File: src/rtl/asfdi_pkg.sv
// package: constants for the converter result queue block
package asfdi_pkg;
  localparam int          ASFDI_DEPTH      = 4;
  localparam int          ASFDI_PTR_W      = 2;
  localparam int          ASFDI_LVL_W      = 3;
  localparam int          ASFDI_RES_W      = 12;
  localparam int          ASFDI_WORD_W     = 16;
  localparam int          ASFDI_THR_W      = 4;
  localparam int          ASFDI_SEL_W      = 3;
  localparam int          ASFDI_MASK_W     = 5;
  localparam int          ASFDI_TAG_BIT    = 15;
  localparam int          ASFDI_SHIFT_LSB  = 4;
  localparam int          ASFDI_BYTE_W     = 8;
  localparam int          ASFDI_THR_LSB    = 24;
  localparam logic [2:0]  ASFDI_TEMP_SEL   = 3'h4;
  localparam logic [2:0]  ASFDI_LVL_ONE    = 3'h1;
  localparam logic [2:0]  ASFDI_LVL_FULL   = 3'h4;
  localparam logic [11:0] ASFDI_RES_RST    = 12'h000;
  localparam logic [15:0] ASFDI_WORD_RST   = 16'h0000;
  localparam logic [3:0]  ASFDI_THR_RST    = 4'h0;
endpackage

File: src/rtl/asfdi_core.sv
// module: converter result queue with pacing request and interrupt
`timescale 1ns/1ps
// ==========================================================
// Notes on behaviour
// - four-entry sample queue plus the latest result always in result_value
// - fifo_enable set pushes each completed conversion the queue has room for; clear pushes none
// - queue is disabled after reset
// - push into full queue without a simultaneous pop sets overflow_flag and drops the new result
// - byte shift stores result bits 11:4 in queue bits 7:0
// - fault_tag_enable tags each queued sample with its conversion fault
// - consumer reads the queue paced by dma_pace_request driven here
// - pacing request only while dma_request_enable is set
// - one fifo_threshold qualifies both pacing request and interrupt
// - channel_scan_mask has five channel bits; input_select names first
// - a start select not in the scan mask is accepted, no error
// - interrupt at level reaching threshold, gated by irq_enable_reg
// - interrupt is a level, cleared by draining below threshold, raising fifo_threshold or clearing irq_enable_reg
// - temperature channel is select 4 and needs temp_bias_enable
// - request and raw interrupt when level >= threshold field
// - overflow and underflow stay set until a one is written
// - queue word: value bits 11:0, fault tag bit 15 even when shifted
module asfdi_core
  import asfdi_pkg::*;
(
  input  wire logic                    clock,
  input  wire logic                    nrst,
  input  wire logic                    conv_done,
  input  wire logic [ASFDI_RES_W-1:0]  conv_result,
  input  wire logic                    conv_fault,
  input  wire logic                    fifo_enable,
  input  wire logic                    byte_shift_option,
  input  wire logic                    fault_tag_enable,
  input  wire logic                    dma_request_enable,
  input  wire logic [ASFDI_THR_W-1:0]  fifo_threshold,
  input  wire logic                    irq_enable_reg,
  input  wire logic                    overflow_clear,
  input  wire logic                    underflow_clear,
  input  wire logic                    queue_read,
  input  wire logic [ASFDI_MASK_W-1:0] channel_scan_mask,
  input  wire logic [ASFDI_SEL_W-1:0]  input_select_init,
  input  wire logic                    input_select_load,
  input  wire logic                    temp_bias_enable,
  output logic [ASFDI_RES_W-1:0]       result_value,
  output logic [ASFDI_WORD_W-1:0]      queue_data,
  output logic [ASFDI_LVL_W-1:0]       fifo_level,
  output logic                         fifo_full,
  output logic                         fifo_empty,
  output logic                         overflow_flag,
  output logic                         underflow_flag,
  output logic                         dma_pace_request,
  output logic                         irq_raw,
  output logic                         irq_status_masked,
  output logic                         irq_out,
  output logic [ASFDI_SEL_W-1:0]       input_select,
  output logic                         temp_bias_on
);

  // ==========================================================
  // storage and pointers
  logic [ASFDI_WORD_W-1:0] mem_reg [ASFDI_DEPTH];
  logic [ASFDI_PTR_W-1:0]  wr_ptr_reg;
  logic [ASFDI_PTR_W-1:0]  rd_ptr_reg;
  logic [ASFDI_LVL_W-1:0]  level_reg;
  logic [ASFDI_LVL_W-1:0]  level_next;
  logic [ASFDI_WORD_W-1:0] push_word;
  logic [ASFDI_WORD_W-1:0] data_reg;
  logic                    over_reg;
  logic                    under_reg;
  logic [ASFDI_RES_W-1:0]  result_reg;
  logic [ASFDI_SEL_W-1:0]  sel_reg;
  logic [ASFDI_SEL_W-1:0]  sel_next;
  logic                    full_w;
  logic                    empty_w;
  logic                    push_try;
  logic                    push_ok;
  logic                    pop_ok;
  logic                    at_thr;

  // ==========================================================
  // next values and strobes
  logic [ASFDI_PTR_W-1:0]  wr_ptr_next;
  logic [ASFDI_PTR_W-1:0]  rd_ptr_next;
  logic [ASFDI_WORD_W-1:0] data_next;
  logic [ASFDI_WORD_W-1:0] pop_word;
  logic [ASFDI_RES_W-1:0]  result_next;
  logic                    over_next;
  logic                    under_next;
  logic                    over_set;
  logic                    under_set;
  logic                    scan_on;

  assign full_w   = (level_reg == ASFDI_LVL_FULL);
  assign empty_w  = (level_reg == '0);
  assign push_try = conv_done && fifo_enable;
  assign pop_ok   = queue_read && !empty_w;
  // a simultaneous pop frees the slot for the push
  assign push_ok  = push_try && (!full_w || pop_ok);
  // pop side reads the oldest slot
  assign pop_word = mem_reg[rd_ptr_reg];
  // mask of zero stops the scan
  assign scan_on  = (channel_scan_mask != '0);

  // ==========================================================
  // sample word formation
  always_comb begin
    push_word = ASFDI_WORD_RST;
    if (byte_shift_option) begin
      push_word[ASFDI_BYTE_W-1:0] =
        conv_result[ASFDI_RES_W-1:ASFDI_SHIFT_LSB];
    end else begin
      push_word[ASFDI_RES_W-1:0] = conv_result;
    end
    push_word[ASFDI_TAG_BIT] = fault_tag_enable && conv_fault;
  end

  // ==========================================================
  // latest result, always updated
  always_comb begin
    result_next = result_reg;
    if (conv_done) begin
      result_next = conv_result;
    end
  end

  always_ff @(posedge clock or negedge nrst) begin
    if (!nrst) begin
      result_reg <= ASFDI_RES_RST;
    end else begin
      result_reg <= result_next;
    end
  end

  // ==========================================================
  // queue storage
  always_ff @(posedge clock or negedge nrst) begin
    if (!nrst) begin
      for (int i = 0; i < ASFDI_DEPTH; i++) begin
        mem_reg[i] <= ASFDI_WORD_RST;
      end
    end else if (push_ok) begin
      mem_reg[wr_ptr_reg] <= push_word;
    end
  end

  // ==========================================================
  // write and read pointers
  always_comb begin
    wr_ptr_next = wr_ptr_reg;
    if (push_ok) begin
      wr_ptr_next = wr_ptr_reg + 1'b1;
    end
  end

  always_comb begin
    rd_ptr_next = rd_ptr_reg;
    if (pop_ok) begin
      rd_ptr_next = rd_ptr_reg + 1'b1;
    end
  end

  always_ff @(posedge clock or negedge nrst) begin
    if (!nrst) begin
      wr_ptr_reg <= '0;
    end else begin
      wr_ptr_reg <= wr_ptr_next;
    end
  end

  always_ff @(posedge clock or negedge nrst) begin
    if (!nrst) begin
      rd_ptr_reg <= '0;
    end else begin
      rd_ptr_reg <= rd_ptr_next;
    end
  end

  // ==========================================================
  // fill level
  always_comb begin
    level_next = level_reg;
    if (push_ok && !pop_ok) begin
      level_next = level_reg + ASFDI_LVL_ONE;
    end else if (pop_ok && !push_ok) begin
      level_next = level_reg - ASFDI_LVL_ONE;
    end
  end

  always_ff @(posedge clock or negedge nrst) begin
    if (!nrst) begin
      level_reg <= '0;
    end else begin
      level_reg <= level_next;
    end
  end

  // ==========================================================
  // read data captured on the pop edge
  always_comb begin
    data_next = data_reg;
    if (pop_ok) begin
      data_next = pop_word;
    end
  end

  always_ff @(posedge clock or negedge nrst) begin
    if (!nrst) begin
      data_reg <= ASFDI_WORD_RST;
    end else begin
      data_reg <= data_next;
    end
  end

  // ==========================================================
  // sticky error flags, set wins over clear
  assign over_set  = push_try && full_w && !pop_ok;
  assign under_set = queue_read && empty_w;

  always_comb begin
    over_next = over_reg;
    if (over_set) begin
      over_next = 1'b1;
    end else if (overflow_clear) begin
      over_next = 1'b0;
    end
  end

  always_comb begin
    under_next = under_reg;
    if (under_set) begin
      under_next = 1'b1;
    end else if (underflow_clear) begin
      under_next = 1'b0;
    end
  end

  always_ff @(posedge clock or negedge nrst) begin
    if (!nrst) begin
      over_reg <= 1'b0;
    end else begin
      over_reg <= over_next;
    end
  end

  always_ff @(posedge clock or negedge nrst) begin
    if (!nrst) begin
      under_reg <= 1'b0;
    end else begin
      under_reg <= under_next;
    end
  end

  // ==========================================================
  // channel scan select
  always_comb begin
    sel_next = sel_reg;
    for (int k = ASFDI_MASK_W; k >= 1; k--) begin
      if (channel_scan_mask[(32'(sel_reg) + k) % ASFDI_MASK_W]) begin
        sel_next = ASFDI_SEL_W'((32'(sel_reg) + k) % ASFDI_MASK_W);
      end
    end
  end

  always_ff @(posedge clock or negedge nrst) begin
    if (!nrst) begin
      sel_reg <= '0;
    end else if (input_select_load) begin
      sel_reg <= input_select_init;
    end else if (conv_done && scan_on) begin
      sel_reg <= sel_next;
    end
  end

  // ==========================================================
  // request and interrupt, plain levels
  assign at_thr = ({1'b0, level_reg} >= fifo_threshold);

  // ==========================================================
  // outputs
  assign result_value      = result_reg;
  assign queue_data        = data_reg;
  assign fifo_level        = level_reg;
  assign fifo_full         = full_w;
  assign fifo_empty        = empty_w;
  assign overflow_flag     = over_reg;
  assign underflow_flag    = under_reg;
  assign dma_pace_request  = at_thr && dma_request_enable;
  assign irq_raw           = at_thr;
  assign irq_status_masked = at_thr && irq_enable_reg;
  assign irq_out           = irq_status_masked;
  assign input_select      = sel_reg;
  assign temp_bias_on      = temp_bias_enable;

endmodule // asfdi_core

File: config.mk
export PLATFORM = sky130hd
export DESIGN_NAME = asfdi_core
export DESIGN_NICKNAME = d
export VERILOG_FILES = /design/src/rtl/asfdi_pkg.sv /design/src/rtl/asfdi_core.sv
export SDC_FILE = /design/constraint.sdc
export NUM_CORES = 1
export LEC_CHECK = 0
export BUFFER_PORTS_ARGS = -buffer_cell sky130_fd_sc_hd__buf_2
export CAP_MARGIN = 20
export CORE_ASPECT_RATIO = 1.2
export CORE_MARGIN = 3
export CORE_UTILIZATION = 50
export CTS_CLUSTER_SIZE = 25
export DETAILED_ROUTE_END_ITERATION = 10
export PLACE_DENSITY = 0.77
export SYNTH_ARGS = -nofsm -noshare
export SYNTH_HDL_FRONTEND = slang
export SYNTH_SLANG_ARGS = --single-unit
File: constraint.sdc
create_clock -name clock -period 9.57 [get_ports clock]
set_input_delay 1.4355 -clock clock [delete_from_list [all_inputs] [get_ports clock]]
set_output_delay 1.4355 -clock clock [all_outputs]
set_load 0.05 [all_outputs]
==> results.toml <==
[global_route]
grtUsageMet3 = 0.0275
grt.busiest_layer = "met2"
grt_pass1_vias = 4407
grt.total_usage = 0.212
use_met1 = 0.276
grt_use_met2 = 0.350
grt_pass1_wl_um = 21100
grt-ovfl-total = 0
grt_max_degree = 90
antenna_found_initial = 0

[place]
port_buffers = 75
preCtsSetupSlack_ns = 4.62
placed_cell_area_um2 = 5980
gp_congestion = 0.935
post-dp-hpwl_um = 8940
dpl.cell_count = 721

[cts]
worst_skew_pair.late_latency_ns = 0.34
htree_levels = 3
clk_pin_slew_worst_paths_ns = 0.06
cts.sinks = 89
root_buffer = "clkbuf_16"
cts_tree = "yes"
cts_buffers = 9
cts.path.max_buffers = 2
cts_resized = 0
cts_setup_buffers = 0
hold_buffers = 0

[logic_synthesis]
synthDistinctLibCells = 71
yosysTopAreaCell = "dfrtp_1"
synth_ff_type = "dfrtp_1"
synth_area_leaders = "dfrtp_1, ha_1, mux4_2, o21ai_0, mux2_2"
synth_area_per_cell_um2 = 10.3
yosys_register_bits = 89
netlist_instances = 542
synth_top_area_frac = 0.399
synth_edf_count = 0
syn_area_um2 = 5580
yosysWarnings = 0
ys_seq_area_frac = 0.399
synth-async-reset-ratio = 1.00

[finish]
fill_cells = 885
largest_reg_flops = 52
layout_commonest_cell = "dfrtp_1"
syn_to_final_growth_pct = 13.2
layout_common_cells = "dfrtp_1, nand2_1, buf_2"
drive_gt1_frac = 0.240
layout.nets = 680
fin_cells = 739
stdcell_area_um2 = 6310

[floorplanning]
die_h_um = 122
ios = 81
core_um2 = 10700
die_w_um = 102
initial_core_util = 0.520
rows = 41
die_area_um2 = 12500

[timing]
relSlewSlack = 0.374
setup_slack_ns = 4.57
setup-violations-final = 0
rsz0062_at_grt = "no"
fin_setup_tns_ns = 0
worst_slew_pin_slew_ns = 0.939
slew_violations = 0
fmax_ghz = 0.200
fin_crit_sh = 0.522
clock_skew_ns = 0.00817
hold_violations = 0
fin_crit_ns = 5.00

[route]
wl_per_cell_um = 16.8
wl_um = 12400
drt_first_iter_violations = 278
via_count = 4373
drc_errors = 0
routed_via_density = 5.92
ant_nets = 0
drt_first_pass_iters = 4

[critical_path]
critPathMaxFanout = 31
cpMostUsedCell = "ha_1"
slowest_stage = "ha_1"
cp-start-kind = "register"
crit_chain = "buf_4, inv_1, ha_1, ha_1, nor4b_1, a211oi_1, xnor2_1, ha_1, nand2b_1, a211oi_2, xnor2_1, mux2i_1, mux2i_1, a211oi_1, a41oi_2, mux2_4"
crit_required_ns = 9.80
cpPeakStageDelay_ns = 0.61
crit_buf_inv = 2
cp_top_family = "adder cells"
crit_arrival_ns = 5.23
endpoint_kind = "register"
worstSetupPathType = "reg -> reg"

[outcome]
status = "complete, no violations"

[hold_path]
holdCritPathClass = "reg -> reg"

[flow_run]
cap_violations = 0
[stage by stage]
stage / util / hold WS [ns]
floorplan: - / 0.445
global placement: 0.558 / 0.456
detailed placement: 0.558 / 0.469
CTS: 0.587 / 0.483
global route: 0.588 / 0.504
finish: 0.589 / 0.479
[worst register-to-register path: cells and delay by family (launching register included)]
family / cells / cell delay [ns]
fa+ha+maj: 3 / 1.22
compound gates: 4 / 1.04
mux: 3 / 0.64
buf+inv: 2 / 0.62
xor+xnor: 2 / 0.53
simple gates: 2 / 0.51
flops: 1 / 0.33
[layout make-up]
cell class                      count  area, um2  area share
Multi-Input combinational cell    399       3110       0.492
Sequential cell                    89       2230       0.353
Timing Repair Buffer               77        405      0.0642
Clock buffer                       11        243      0.0385
Tap cell                          129        161      0.0256
Inverter                           28        105      0.0167
Clock inverter                      5       61.3     0.00971
Antenna cell                        1       2.50    0.000397
[cell usage after synthesis, types with 5 or more instances]
cell type	number
a211oi_1	6
a21o_1	6
a21oi_1	14
a31oi_1	5
buf_4	7
clkbuf_1	14
dfrtp_1	89
ha_1	36
inv_1	26
mux2_2	26
mux2i_1	22
mux4_2	15
nand2_1	74
nand2b_1	12
nor2_1	22
nor3_1	9
o211ai_1	8
o21ai_0	60
xnor2_1	10
[metal layers]
metal	wire, um	share of wire	vias up
met1	5170	0.42	2150
met2	6400	0.52	118
met3	455	0.037	31
met5	0	0	-
li1	-	-	2074
met4	400	0.032	0
[worst paths after layout]
kind                                              from                     endpoint  slack, ns  cells after the start
min in group asynchronous                         nrst    queue_data[5]$_DFFE_PN0P_       1.08                      1
max in group asynchronous                         nrst      mem_reg[48]$_DFFE_PN0P_       7.85                      2
setup / recovery           input_select[0]$_DFFE_PN0P_  input_select[0]$_DFFE_PN0P_       4.57                     16
hold / removal                 mem_reg[37]$_DFFE_PN0P_      mem_reg[37]$_DFFE_PN0P_       0.48                      2
hold reg to reg                mem_reg[37]$_DFFE_PN0P_      mem_reg[37]$_DFFE_PN0P_       0.48                      2
setup reg to reg           input_select[0]$_DFFE_PN0P_  input_select[0]$_DFFE_PN0P_       4.57                     16
[cell families (layout without fill, tap and decap cells)]
kind of cell,Yosys count,count (layout),share of synthesized area
multiplexers,64,64,0.155
other,1,4,0.000673
XOR/XNOR,15,15,0.0269
AND/OR/NAND/NOR,144,144,0.122
flip-flops,89,89,0.399
adder cells (fa/ha/maj),38,38,0.0880
buffers and inverters,56,121,0.0449
AO/OA/AOI/OAI,135,135,0.162
Power is left out: the tool's default activity adds up to more than one toggle a clock period on the data nets, which glitch-free logic cannot reach.
